**config.mk**
```make
export PLATFORM = sky130hd
export DESIGN_NAME = pwmg_top
export DESIGN_NICKNAME = d
export VERILOG_FILES = /design/src/logic/pwmg_pkg.sv /design/src/logic/pwmg_top.sv
export SDC_FILE = /design/constraint.sdc
export NUM_CORES = 1
export LEC_CHECK = 0
export ABC_CLOCK_PERIOD_IN_PS = 2100
export BUFFER_PORTS_ARGS = -buffer_cell sky130_fd_sc_hd__buf_4
export CAP_MARGIN = 20
export CORE_MARGIN = 2
export CORE_UTILIZATION = 50
export CTS_CLUSTER_DIAMETER = 60
export DETAILED_ROUTE_END_ITERATION = 7
export PLACE_DENSITY = 0.74
export REMOVE_ABC_BUFFERS = 1
export SYNTH_ARGS = -nofsm -noshare
export SYNTH_HDL_FRONTEND = slang
export SYNTH_SLANG_ARGS = --single-unit
```
**constraint.sdc**
```tcl
create_clock -name aclk -period 2.1 [get_ports aclk]
set_input_delay 0 -clock aclk [delete_from_list [all_inputs] [get_ports aclk]]
set_output_delay 0 -clock aclk [all_outputs]
set_load 0.05 [all_outputs]
```
**src/logic/pwmg_pkg.sv**
```systemverilog
`default_nettype none
package pwmg_pkg;

  // ----------------------------------------------------------------
  // Register indices (byte address is four times the index)
  // ----------------------------------------------------------------
  localparam logic [7:0] IDX_PIN_REL = 8'hb7;
  localparam logic [7:0] IDX_ENABLE  = 8'hcf;
  localparam logic [7:0] IDX_CTRL    = 8'hd2;
  localparam logic [7:0] IDX_PER_LO  = 8'hd3;
  localparam logic [7:0] IDX_PER_HI  = 8'hd4;
  localparam logic [7:0] IDX_DUTY_LO = 8'hd5;
  localparam logic [7:0] IDX_DUTY_HI = 8'hd6;
  localparam logic [7:0] IDX_LOCK    = 8'he7;
  localparam logic [7:0] IDX_SYSCFG  = 8'hf0;

  // ----------------------------------------------------------------
  // Field positions and keys
  // ----------------------------------------------------------------
  localparam int         EN_OUT_BIT  = 0;
  localparam int         EN_AUX_BIT  = 3;
  localparam int         EN_FILT_BIT = 6;
  localparam int         REL_BIT     = 0;
  localparam int         CTL_IE_BIT  = 7;
  localparam int         CTL_IF_BIT  = 6;
  localparam int         CTL_POL_BIT = 2;
  localparam int         SYS_GIE_BIT = 7;
  localparam logic [7:0] LOCK_KEY    = 8'h55;

  // Oscillator option codes
  localparam logic [3:0] OSC_RC_A = 4'h0;
  localparam logic [3:0] OSC_RC_B = 4'h3;
  localparam logic [3:0] OSC_RC_C = 4'h6;
  localparam logic [3:0] OSC_XTAL = 4'he;

  // ----------------------------------------------------------------
  // Reset values and responses
  // ----------------------------------------------------------------
  localparam logic [7:0]  RST_BYTE  = 8'h00;
  localparam logic [3:0]  RST_OSC   = 4'h0;
  localparam logic [3:0]  RST_PRESC = 4'h0;
  localparam logic [11:0] RST_CNT   = 12'h000;
  localparam logic [1:0]  RESP_OKAY = 2'b00;
  localparam logic [1:0]  RESP_SLV  = 2'b10;

  // ----------------------------------------------------------------
  // Types
  // ----------------------------------------------------------------
  typedef enum logic [1:0] {
    SRC_NONE = 2'b00,
    SRC_RC   = 2'b01,
    SRC_XTAL = 2'b10
  } pwmg_src_t;

  typedef struct packed {
    logic       pol;
    logic [1:0] div;
  } pwmg_ctl_t;

  typedef struct packed {
    logic [11:0] period;
    logic [11:0] duty;
  } pwmg_val_t;

endpackage
`default_nettype wire

```
**src/logic/pwmg_top.sv**
```systemverilog
`timescale 1ns/1ns
`default_nettype none
// How it works
// Output enable bit 1 hands the pin to the modulator, 0 leaves general I/O.
// Software keeps the two auxiliary enable bits at zero while modulating.
// Clearing the enable register stops output immediately, mid period.
// Pin release bit returns pin to I/O; timer and flag keep running.
// Enable, control, period and duty writes only land while lock holds 55h.
// Polarity, clock select, period and duty changes while enabled load at next period.
// Overflow requests interrupt only when local and global enables are set.
// Overflow sets the flag; only a software write clears it.
// Polarity 0 drives high during duty, polarity 1 inverts that.
// Clock select divides oscillator by 2, 4, 8 or 16.
// Oscillator option code chooses internal RC or crystal tick source.
// Inactive modulator holds output at polarity level.
// Period is 12-bit value times modulator clock, low byte plus high nibble.
// Zero period with polarity 0 keeps output low.
// Zero period with polarity 1 keeps output high.
// Duty is 12-bit value times modulator clock, low byte plus high nibble.
// Period not above duty keeps output active for whole period.
// Low byte write commits only when the high byte is written after it.
// Counter advances per modulator tick, wraps at period, wrap is overflow.
// Lock resets to zero so configuration is protected after reset.
module pwmg_top #(
  parameter int ADDR_W = 12
) (
  // Clock, reset, freeze
  input  wire logic              aclk,
  input  wire logic              aresetn,
  input  wire logic              ce,
  // AXI4-Lite write
  input  wire logic [ADDR_W-1:0] awaddr,
  input  wire logic              awvalid,
  output logic                   awready,
  input  wire logic [31:0]       wdata,
  input  wire logic [3:0]        wstrb,
  input  wire logic              wvalid,
  output logic                   wready,
  output logic [1:0]             bresp,
  output logic                   bvalid,
  input  wire logic              bready,
  // AXI4-Lite read
  input  wire logic [ADDR_W-1:0] araddr,
  input  wire logic              arvalid,
  output logic                   arready,
  output logic [31:0]            rdata,
  output logic [1:0]             rresp,
  output logic                   rvalid,
  input  wire logic              rready,
  // Oscillator ticks
  input  wire logic              rc_osc_tick,
  input  wire logic              xtal_osc_tick,
  // Pin and interrupt
  output logic                   pwm_pin_o,
  output logic                   pwm_pin_sel,
  output logic                   irq_request
);
  import pwmg_pkg::*;

  // ----------------------------------------------------------------
  // State
  // ----------------------------------------------------------------
  logic              aw_held, next_aw_held, w_held, next_w_held;
  logic [7:0]        aw_idx, next_aw_idx, w_byte, next_w_byte;
  logic              w_lane, next_w_lane;
  logic              next_bvalid, next_rvalid;
  logic [1:0]        next_bresp, next_rresp;
  logic [31:0]       next_rdata;
  logic              out_en, next_out_en, aux_en, next_aux_en;
  logic              filt_en, next_filt_en, rel, next_rel;
  logic              ie, next_ie, flag, next_flag, gie, next_gie;
  logic [7:0]        lock, next_lock, per_lo, next_per_lo;
  logic [7:0]        duty_lo, next_duty_lo;
  logic [3:0]        osc_code, next_osc_code;
  pwmg_ctl_t         ctl_w, next_ctl_w, ctl_a, next_ctl_a;
  pwmg_val_t         val_w, next_val_w, val_a, next_val_a;
  logic [3:0]        presc, next_presc, presc_last;
  logic [11:0]       cnt, next_cnt;
  logic              next_pin;
  logic              wr_go, unlocked, osc_tick, mod_tick, wrap, active;
  pwmg_src_t         src;

  function automatic logic [7:0] idx_of(input logic [ADDR_W-1:0] a);
    return a[9:2];
  endfunction

  function automatic logic is_mapped(input logic [7:0] i);
    return i == IDX_PIN_REL || i == IDX_ENABLE || i == IDX_CTRL || i == IDX_PER_LO ||
           i == IDX_PER_HI || i == IDX_DUTY_LO || i == IDX_DUTY_HI || i == IDX_LOCK ||
           i == IDX_SYSCFG;
  endfunction

  // ----------------------------------------------------------------
  // Bus handshakes
  // ----------------------------------------------------------------
  assign awready     = ce & ~aw_held;
  assign wready      = ce & ~w_held;
  assign arready     = ce & ~rvalid;
  assign wr_go       = aw_held & w_held & ~bvalid;
  assign unlocked    = lock == LOCK_KEY;
  assign pwm_pin_sel = out_en & ~rel; // pin owner
  // interrupt gating
  assign irq_request = flag & ie & gie;

  // ----------------------------------------------------------------
  // Registers and bus next state
  // ----------------------------------------------------------------
  always_comb begin
    next_aw_held  = aw_held;
    next_aw_idx   = aw_idx;
    next_w_held   = w_held;
    next_w_byte   = w_byte;
    next_w_lane   = w_lane;
    next_bvalid   = bvalid;
    next_bresp    = bresp;
    next_rvalid   = rvalid;
    next_rdata    = rdata;
    next_rresp    = rresp;
    next_out_en   = out_en;
    next_aux_en   = aux_en;
    next_filt_en  = filt_en;
    next_rel      = rel;
    next_ie       = ie;
    next_flag     = flag;
    next_gie      = gie;
    next_lock     = lock;
    next_per_lo   = per_lo;
    next_duty_lo  = duty_lo;
    next_osc_code = osc_code;
    next_ctl_w    = ctl_w;
    next_val_w    = val_w;
    if (awvalid && awready) begin
      next_aw_held = 1'b1;
      next_aw_idx  = idx_of(awaddr);
    end
    if (wvalid && wready) begin
      next_w_held = 1'b1;
      next_w_byte = wdata[7:0];
      next_w_lane = wstrb[0];
    end
    if (bvalid && bready) begin
      next_bvalid = 1'b0;
    end
    if (wr_go) begin
      next_aw_held = 1'b0;
      next_w_held  = 1'b0;
      next_bvalid  = 1'b1;
      next_bresp   = is_mapped(aw_idx) ? RESP_OKAY : RESP_SLV;
      if (w_lane) begin
        unique case (aw_idx)
          IDX_LOCK:    next_lock = w_byte;
          IDX_PIN_REL: next_rel = w_byte[REL_BIT];
          IDX_SYSCFG: begin
            next_gie      = w_byte[SYS_GIE_BIT];
            next_osc_code = w_byte[3:0];
          end
          default: begin
            // locked group
            if (unlocked) begin
              unique case (aw_idx)
                IDX_ENABLE: begin
                  next_out_en  = w_byte[EN_OUT_BIT];
                  next_aux_en  = w_byte[EN_AUX_BIT];
                  next_filt_en = w_byte[EN_FILT_BIT];
                end
                IDX_CTRL: begin
                  next_ie      = w_byte[CTL_IE_BIT];
                  next_flag    = flag & w_byte[CTL_IF_BIT];
                  next_ctl_w   = '{pol: w_byte[CTL_POL_BIT], div: w_byte[1:0]};
                end
                IDX_PER_LO:  next_per_lo = w_byte;
                // high byte commits
                IDX_PER_HI:  next_val_w.period = {w_byte[3:0], per_lo};
                IDX_DUTY_LO: next_duty_lo = w_byte;
                // high byte commits
                IDX_DUTY_HI: next_val_w.duty = {w_byte[3:0], duty_lo};
                default: ;
              endcase
            end
          end
        endcase
      end
    end
    // set wins over clear
    if (wrap) begin
      next_flag = 1'b1;
    end
    if (rvalid && rready) begin
      next_rvalid = 1'b0;
    end
    if (arvalid && arready) begin
      next_rvalid = 1'b1;
      next_rresp  = is_mapped(idx_of(araddr)) ? RESP_OKAY : RESP_SLV;
      next_rdata  = 32'h0000_0000;
      unique case (idx_of(araddr))
        IDX_PIN_REL: next_rdata[REL_BIT] = rel;
        IDX_ENABLE: begin
          next_rdata[EN_OUT_BIT]  = out_en;
          next_rdata[EN_AUX_BIT]  = aux_en;
          next_rdata[EN_FILT_BIT] = filt_en;
        end
        IDX_CTRL:    next_rdata[7:0] = {ie, flag, 3'b000, ctl_w.pol, ctl_w.div};
        IDX_PER_LO:  next_rdata[7:0] = per_lo;
        IDX_PER_HI:  next_rdata[3:0] = val_w.period[11:8];
        IDX_DUTY_LO: next_rdata[7:0] = duty_lo;
        IDX_DUTY_HI: next_rdata[3:0] = val_w.duty[11:8];
        IDX_LOCK:    next_rdata[7:0] = lock;
        IDX_SYSCFG:  next_rdata[7:0] = {gie, 3'b000, osc_code};
        default: ;
      endcase
    end
  end

  // Register bank; lock clears on reset
  always_ff @(posedge aclk) begin
    if (!aresetn) begin
      aw_held  <= 1'b0;
      aw_idx   <= RST_BYTE;
      w_held   <= 1'b0;
      w_byte   <= RST_BYTE;
      w_lane   <= 1'b0;
      bvalid   <= 1'b0;
      bresp    <= RESP_OKAY;
      rvalid   <= 1'b0;
      rdata    <= 32'h0000_0000;
      rresp    <= RESP_OKAY;
      out_en   <= 1'b0;
      aux_en   <= 1'b0;
      filt_en  <= 1'b0;
      rel      <= 1'b0;
      ie       <= 1'b0;
      flag     <= 1'b0;
      gie      <= 1'b0;
      // protected after reset
      lock     <= RST_BYTE;
      per_lo   <= RST_BYTE;
      duty_lo  <= RST_BYTE;
      osc_code <= RST_OSC;
      ctl_w    <= '0;
      val_w    <= '0;
    end else if (ce) begin
      aw_held  <= next_aw_held;
      aw_idx   <= next_aw_idx;
      w_held   <= next_w_held;
      w_byte   <= next_w_byte;
      w_lane   <= next_w_lane;
      bvalid   <= next_bvalid;
      bresp    <= next_bresp;
      rvalid   <= next_rvalid;
      rdata    <= next_rdata;
      rresp    <= next_rresp;
      out_en   <= next_out_en;
      aux_en   <= next_aux_en;
      filt_en  <= next_filt_en;
      rel      <= next_rel;
      ie       <= next_ie;
      flag     <= next_flag;
      gie      <= next_gie;
      lock     <= next_lock;
      per_lo   <= next_per_lo;
      duty_lo  <= next_duty_lo;
      osc_code <= next_osc_code;
      ctl_w    <= next_ctl_w;
      val_w    <= next_val_w;
    end
  end

  // ----------------------------------------------------------------
  // Timer and output
  // ----------------------------------------------------------------
  always_comb begin
    // source select
    unique case (osc_code)
      OSC_RC_A, OSC_RC_B, OSC_RC_C: src = SRC_RC;
      OSC_XTAL:                     src = SRC_XTAL;
      default:                      src = SRC_NONE;
    endcase
    unique case (src)
      SRC_RC:   osc_tick = rc_osc_tick;
      SRC_XTAL: osc_tick = xtal_osc_tick;
      default:  osc_tick = 1'b0;
    endcase
    // divide by 2, 4, 8, 16
    presc_last = 4'((5'd2 << ctl_a.div) - 5'd1);
    mod_tick   = out_en & osc_tick & (presc == presc_last);
    next_presc = presc;
    if (!out_en) begin
      next_presc = RST_PRESC;
    end else if (osc_tick) begin
      next_presc = (presc == presc_last) ? RST_PRESC : 4'(presc + 4'h1);
    end
    // count and wrap
    wrap     = mod_tick & (val_a.period != 12'h000) & (cnt == 12'(val_a.period - 12'h001));
    next_cnt = cnt;
    if (!out_en || wrap) begin
      next_cnt = RST_CNT; // disable resets at once
    end else if (mod_tick && val_a.period != 12'h000) begin
      next_cnt = 12'(cnt + 12'h001);
    end
    // shadow loads at period start
    next_ctl_a = ctl_a;
    next_val_a = val_a;
    if (!out_en || wrap) begin
      next_ctl_a = ctl_w;
      next_val_a = val_w;
    end
    // active window
    active = (val_a.period != 12'h000) & (cnt < val_a.duty);
    // polarity and idle level
    next_pin = out_en ? (active ^ ctl_a.pol) : ctl_a.pol;
  end

  // Timer registers
  always_ff @(posedge aclk) begin
    if (!aresetn) begin
      presc     <= RST_PRESC;
      cnt       <= RST_CNT;
      ctl_a     <= '0;
      val_a     <= '0;
      pwm_pin_o <= 1'b0;
    end else if (ce) begin
      presc     <= next_presc;
      cnt       <= next_cnt;
      ctl_a     <= next_ctl_a;
      val_a     <= next_val_a;
      pwm_pin_o <= next_pin;
    end
  end
endmodule
`default_nettype wire

```
# Yosys cells after proc, flatten, opt, wreduce, memory -nomap -nowiden
# Cells that the tools add are included.
# W data, S select, Z words.
# totals
reg_bits	139
in_bits	70
output_inout_bits	44
word_cells	175
# classes
addsub	4
order_cmp	1
eq_ne	28
shifts	1
n_mux	30
n_bitwise	21
reduce_logical	58
# ops
operator	n
$eq A8 B8 Y1 const B	18
$reduce_and A6 Y1	7
$mux W12	2
$reduce_and A2 Y1	11
$reduce_bool A2 Y1	9
$logic_or A1 B1 Y1	17
$mux W1	15
$and A1 B1 Y1	14
$pmux W2 S7	1
$add A12 B1 Y12 const B	1
$eq A12 B12 Y1	1
$lt A12 B12 Y1	1
$mux W4	3
$reduce_and A4 Y1	3
$reduce_bool A12 Y1	1
$sub A12 B1 Y12 const B	1
$pmux W1 S5	2
$pmux W1 S9	1
$eq A8 B7 Y1 const B	1
$pmux W1 S7	1
$logic_and A1 B1 Y1	6
$not A1 Y1	6
$pmux W2 S3	1
$reduce_or A3 Y1	2
other kinds (16)	18

# Longest topological paths before layout
# Gate-level depths: netlist of the first run.
# logic_depth
word_depth	12
depth_mapped	12
mapped_depth_nobuf	12

# Worst setup path before layout of the first run
# OpenSTA, ideal clock, no wires.
# synth_timing
path_kind	register -> register
from	register bvalid
to	register val_w[23] (netlist name)
setup_ps	128
t_arrival_ps	2233
required_ps	1972
slack_ps	-261
path_stages_with_launch	8
n_path_buf	1
period_less_slack_ps	2361
cell_sequence	dfxtp_1 -> nand4b_1 -> nor4_1 -> nand4b_1 -> nor3_1 -> buf_4 -> mux2i_1 -> nor2_1
# synth_between
elab_chain_cells	3
# synth_rtl
item	line	source
from (decl)	pwmg_top.sv:40	output logic bvalid,
from (signal assigned)	pwmg_top.sv:247	bvalid <= next_bvalid;
$not A1 Y1	pwmg_top.sv:99	assign wr_go = aw_held & w_held & ~bvalid;
$and A1 B1 Y1	pwmg_top.sv:99	
$reduce_and A6 Y1 (no source line)	-	
to (signal assigned)	pwmg_top.sv:264	val_w <= next_val_w;
to (decl)	pwmg_top.sv:76	pwmg_val_t val_w, next_val_w, val_a, next_val_a;
# Every way passes these cells.
# A chain may end at the register's enable or synchronous reset.

# Worst setup path after layout of the first run
# layout_timing
from	register val_a[13] (netlist name)
to	register val_a[2] (netlist name)
# layout_between
elab_chain_cells	5
elab_cells_between_ends	7
cone_classes	1 x add/sub; 1 x eq/ne; 2 x bitwise; 3 x reduce/logical
# layout_rtl
item	line	source
from (decl)	pwmg_top.sv:76	
from (signal assigned)	pwmg_top.sv:325	val_a <= next_val_a;
$sub A12 B1 Y12 or $reduce_bool A12 Y1 (tied branches)	pwmg_top.sv:293	wrap = mod_tick & (val_a.period != 12'h000) & (cnt == 12'(val_a.period - 12'h001));
$eq A12 B12 Y1 or $and A1 B1 Y1 (tied branches)	pwmg_top.sv:293	
$and A1 B1 Y1 *	pwmg_top.sv:293	
$logic_or A1 B1 Y1 *	pwmg_top.sv:303	if (!out_en || wrap) begin
$reduce_and A2 Y1 (no source line) *	-	
# Every way passes the cells marked *; elsewhere a longest branch is shown, timed or not.

==> results.toml, run 1 <==
[logic_synthesis]
synth_top_family_by_area = "simple AND/OR/NAND/NOR gates"
syn_area_mm2 = 0.00747
synth_most_common_cell = "dfxtp_1"
synth_compound_area_share_pct = 9.48
postSynth.asyncResetShare_pct = 0
synth_edf_count = 0
syn_area_per_cell_um2 = 8.58
synthTopCellsByArea = "dfxtp_1 37%, mux2i_1 9.8%, nand4_1 9.5%, nor2b_1 5.1%, nor2_1 3.0%"
ys_warn_count = 0
yosys-top-cells-count = "137 x dfxtp_1, 114 x nand4_1, 73 x mux2i_1, 61 x nor2b_1, 60 x nor2_1"
synth_top_area_share_pct = 36.7
yosys_register_bits = 137
synth_fa_ha_area_share_pct = 2.85
netlist_instances = 871
synth.area.mux_share_pct = 9.78
synth_flop_cell = "dfxtp_1"
yosys.area_share.simple_pct = 30.7
synth_cell_types = 72
yosysTopAreaCell = "dfxtp_1"
yosysSeqAreaShare_pct = 36.7
synth-xor-area-share_pct = 2.93

[clock_tree]
cts_buffers = 17
path_clk_slew_ps = 60
cts_tree = "yes"
clock_sinks = 137
clk_latency_ps = 430
cts_max_level = 4
clock-root-buffer = "clkbuf_16"
clock_path_buffers = 2

[critical_path]
slowest_delay_ps = 560
crit_path_start_kind = "flip-flop"
cp.buffers_inverters = 4
crit_family = "simple AND/OR/NAND/NOR gates"
crit_path_cell_trace = "or4_4 -> buf_6 -> o221a_4 -> a211oi_2 -> nand2_1 -> nand4_1 -> buf_6 -> buf_12 -> buf_16 -> nand4_1 -> nand4_1"
crit_path_top_delay_cell = "or4_4"
crit_type = "flip-flop to flip-flop"
cp_max_fo = 7
crit_required_ps = 2450
cp_common_cell = "nand4_1"
critPathCaptureType = "flip-flop"
critPathArrivalTime_ps = 2780

[grt]
antenna_found_initial = 0
grt_pass1_wl_um = 34000
overflow = 0
grt_pass1_vias = 6684
grt_max_degree = 182
grt_use_total_pct = 26.3

[status]
violations = "setup timing"
outcome = "finished, violations left"

[sta]
fin_setup_tns_ps = -9450
timing.final.crit_share_pct = 116
slew_violations = 0
tightest_slew_ps = 705
period_minus_slack_ps = 2430
slew_headroom_pct = 53.0
setup_ws_ps = -332
setup_viol = 41
skew_ps = 11.6
hold-worst-slack_ps = 27.1
rsz0062_at_grt = "true"
hold_violations = 0
max_freq_mhz = 411

[power]
p_per_area_mw_per_mm2 = 649
ir_worst_vdd_mv = 0.646
power_leakage_uw = 0.00381

[worst_hold_path]
hp-class = "input pin to flip-flop"

[die]
start_util_pct = 51.2
rows = 44
io_pins = 114
dieWidth_um = 126
die_y_um = 126
dieArea_mm2 = 0.0159
core_region_area_mm2 = 0.0146

[detailed_routing]
num_vias = 7180
drt-initial-drc-count = 614
drt_pass1_iterations = 5
avgRoutedWirePerCell_um = 18.2
drt-total-wl_um = 21600
ant_nets = 0
drc = 0
vias_per_cell = 6.05

[layout]
antenna_cells = 0
design_area_mm2 = 0.00999
final_nets = 1077
final_layout_size_suffix_gt1_share_pct = 25.9
area_growth_pct = 33.6
fin_util_pct = 68.4

[placement]
hpwl_um = 13000
port_buffers = 52
place_area_mm2 = 0.00840
gp_congestion = 0.888
place_ws_ps = -321

[job]
drv_cap = 0
[per-stage QoR]
stage	power, µW	instances
2_1_floorplan	3010	798
3_3_place_gp	3210	1107
3_5_place_dp	3220	1107
4_1_cts	6480	1181
5_1_grt	6650	1187
6_report	6480	1187
[layout by cell type (no fill, tap or decap), drive strengths merged, types with 4 or more instances in the layout]
cell,netlist,routed
and3,6,6
bufinv,0,4
inv,18,22
or3,5,5
a21oi,17,17
nor4,9,9
xnor2,19,19
a222oi,4,4
nand2b,5,5
a21boi,10,10
nand4,114,114
nand3b,4,4
dfxtp,137,137
nand2,52,52
clkbuf,56,21
ha,17,17
nor4bb,6,6
nand3,36,36
xor2,6,6
a22oi,5,5
dlygate4sd3,0,24
a211oi,5,5
nor2,61,61
conb,1,26
nor4b,6,6
nor3b,5,5
nor2b,61,61
nand4b,5,5
o21ai,22,22
a32oi,4,4
a31oi,6,6
buf,42,148
and2,5,5
or2,4,4
mux2i,73,73
nor3,7,7
[final cells by class]
type / count / area (µm²)
clock buffers: 20 / 457
clock inverters: 12 / 184
fillers: 1059 / 4600
inverters: 19 / 71.3
multi-input cells: 642 / 4650
flip-flops and latches: 137 / 2760
well taps: 184 / 230
repair buffers: 173 / 1640
[metal layers]
| metal | global-route usage [%] | share of wire [%] |
|---|---|---|
| met1 | 32.6 | 42 |
| met2 | 44.4 | 50 |
| met3 | 4.67 | 5.1 |
| met4 | 12.2 | 2.9 |
| met5 | 0 | 0 |
[where the power goes]
| part | internal, µW | leakage, µW | switching (µW) |
|---|---|---|---|
| logic | 187 | 0.00239 | 373 |
| registers | 2630 | 0.00111 | 39.0 |
| clock network | 2060 | 0.000308 | 1180 |
| total | 4880 | 0.00381 | 1590 |
[tightest hold or removal path, cell delays in order]
cell and delay, ps:
buf_4 160, a311oi_1 120, a21oi_1 130
[sequential cells by signal, summed over array words and instances (netlist names), 3 cells and up]
name,flops
osc_code,4
cnt,12
aw_idx,8
presc,4
ctl_a,3
val_w,24
ctl_w,3
per_lo,8
duty_lo,8
w_byte,8
rdata,8
lock,8
val_a,24
[path summary, 6_finish.rpt]
check,startpoint,to,slack [ps],cells after the start
setup / recovery,val_a[13],val_a[2],-330,11
hold / removal,araddr[4],rdata[2],30,3
hold reg to reg,w_lane,w_lane,470,2
setup reg to reg,val_a[13],val_a[2],-330,11
[timing repair]
action / 4_1_cts / 5_1_grt
resized for setup: 72 / 38
gates cloned: 6 / 1
hold buffers: 24 / 0
pin swaps: 49 / 16
endpoints found under the setup margin: 86 / 84
hold endpoints to repair: 23 / 0
setup buffers: 12 / 7
[cells by family (layout without fill, tap and decap cells)]
logic type	count (synthesis)	after routing
AOI/OAI and AO/OA	101	101
and+or+nand+nor	400	400
muxes	73	73
buffers and inverters	117	224
other	1	26
adders and majority gates	17	17
DFF	137	137
xor gates and xnor gates	25	25
Power figures use the tool's default switching activity.
==> inputs of run 2 (changes only) <==
--- a/config.mk
+++ b/config.mk
@@ -13,7 +13,6 @@
 export CTS_CLUSTER_DIAMETER = 60
 export DETAILED_ROUTE_END_ITERATION = 7
 export PLACE_DENSITY = 0.74
-export REMOVE_ABC_BUFFERS = 1
 export SYNTH_ARGS = -nofsm -noshare
 export SYNTH_HDL_FRONTEND = slang
 export SYNTH_SLANG_ARGS = --single-unit
==> constraint.sdc (replaced) <==
create_clock -name aclk -period 2.1 [get_ports aclk]
set_input_delay 0.315 -clock aclk [delete_from_list [all_inputs] [get_ports aclk]]
set_output_delay 0.315 -clock aclk [all_outputs]
set_load 0.05 [all_outputs]
==> results.toml, run 2 (synthesized netlist as in run 1, its figures left out) <==
[clock_tree]
clock_path_buffers = 2
clock_sinks = 137
cts_buffers = 17
cts_max_level = 4
path_clk_slew_ps = 60
clk_latency_ps = 420
clock-root-buffer = "clkbuf_16"
cts_tree = "yes"
cts_hold_buf = 0

[layout]
antenna_cells = 0
final_layout_size_suffix_gt1_share_pct = 24.5
area_growth_pct = 27.4
final-seq-area_mm2 = 0.00275
n_fill_cell = 1141
multiInputGateArea_mm2 = 0.00452
fin_util_pct = 65.2
final_common_cell = "dfxtp_1"
final_cell_mix = "129 x dfxtp_1, 123 x buf_4, 114 x nand4_1"
final_nets = 1056
top_regs = "val_a (24), val_w (24), cnt (12)"

[die]
io_pins = 114
core_region_area_mm2 = 0.0146
dieWidth_um = 126
rows = 44
dieArea_mm2 = 0.0159
start_util_pct = 51.2
die_y_um = 126

[status]
violations = "setup timing"
outcome = "finished, violations left"

[detailed_routing]
drt-total-wl_um = 20500
drt-initial-drc-count = 472
vias_per_cell = 5.94
num_vias = 6922
ant_nets = 0
drc = 0
avgRoutedWirePerCell_um = 17.5
drt_pass1_iterations = 5

[sta]
timing.final.crit_share_pct = 112
hold-worst-slack_ps = 124
rsz0062_at_grt = "true"
max_freq_mhz = 426
slew_headroom_pct = 56.4
setup_viol = 40
tightest_slew_ps = 654
setup_ws_ps = -250
hold_violations = 0
skew_ps = 9.07
slew_violations = 0
period_minus_slack_ps = 2350

[grt]
grt_max_degree = 182
grt_pass1_wl_um = 33000
overflow = 0
grt_use_total_pct = 25.5
grt_pass1_vias = 6582
antenna_found_initial = 0

[critical_path]
crit_start = "val_a[12]"
cp_max_fo = 7
crit_required_ps = 2450
crit_type = "flip-flop to flip-flop"
critPathArrivalTime_ps = 2700
crit_path_start_kind = "flip-flop"
critPathCaptureType = "flip-flop"
r2r_start = "val_a[12]"

[placement]
hpwl_um = 13400
gp_congestion = 0.950
port_buffers = 52

[power]
ir_worst_vdd_mv = 0.640
p_per_area_mw_per_mm2 = 634
power_leakage_uw = 0.00367

[worst_hold_path]
worstHoldStart = "awaddr[8]"
hp-class = "input pin to flip-flop"

[job]
drv_cap = 0
## run 2: repair_timing
action | 4_1_cts | 5_1_grt
setup buffers | 10 | 4
gates resized for setup | 40 | 29
setup endpoints to repair | 45 | 75
pin swaps | 15 | 19
gates cloned | 3 | 2
## run 2: cell type report
class | instances | area share (%)
clock buffers | 19 | 4.55
clock inverters | 13 | 1.27
inverters | 19 | 0.749
multi-input cells | 642 | 47.4
flip-flops and latches | 137 | 28.9
well taps | 184 | 2.42
repair buffers | 152 | 14.7
## run 2: critical path, cell delays in order, from the launching register on
cell and delay, ps:
dfxtp_2 340, or4_4 570, buf_6 140, o221a_4 260, a211oi_2 130, nand2_1 80, nand4_1 120, buf_6 150
buf_4 140, buf_6 130, nand4_1 110, nand4_1 110
## run 2: worst paths after layout
check,slack [ps],to,depth (start not counted)
min reg2reg,450,bresp[1],2
min,120,aw_idx[6],3
max,-250,val_a[1],11
max reg2reg,-250,val_a[1],11
## run 2: per-layer routing
metal | vias to the layer above | wire length (µm) | global-route usage, %
met2 | 263 | 10100 | 43.7
met4 | 0 | 404 | 8.14
met1 | 3269 | 8750 | 32.6
li1 | 3343 | - | -
met3 | 47 | 1240 | 4.80
met5 | - | 0 | 0
## run 2: power breakdown
group / switching, µW / total [µW] / internal, µW
Combinational: 355 / 514 / 158
Clock: 1210 / 2850 / 1640
Sequential: 39.2 / 2670 / 2630
Total: 1600 / 6030 / 4430
## run 2: stage by stage
stage	area [µm²]	power (µW)	setup WS, ps	TNS (ps)	instances
after floorplan	7640	3110	-57.2	-1040	896
after global placement	8480	3220	-215	-7270	1115
after detailed placement	8480	3220	-230	-8000	1115
after CTS	9340	6040	-191	-5600	1160
after global routing	9520	6210	-337	-11930	1166
final	9520	6030	-250	-7510	1166
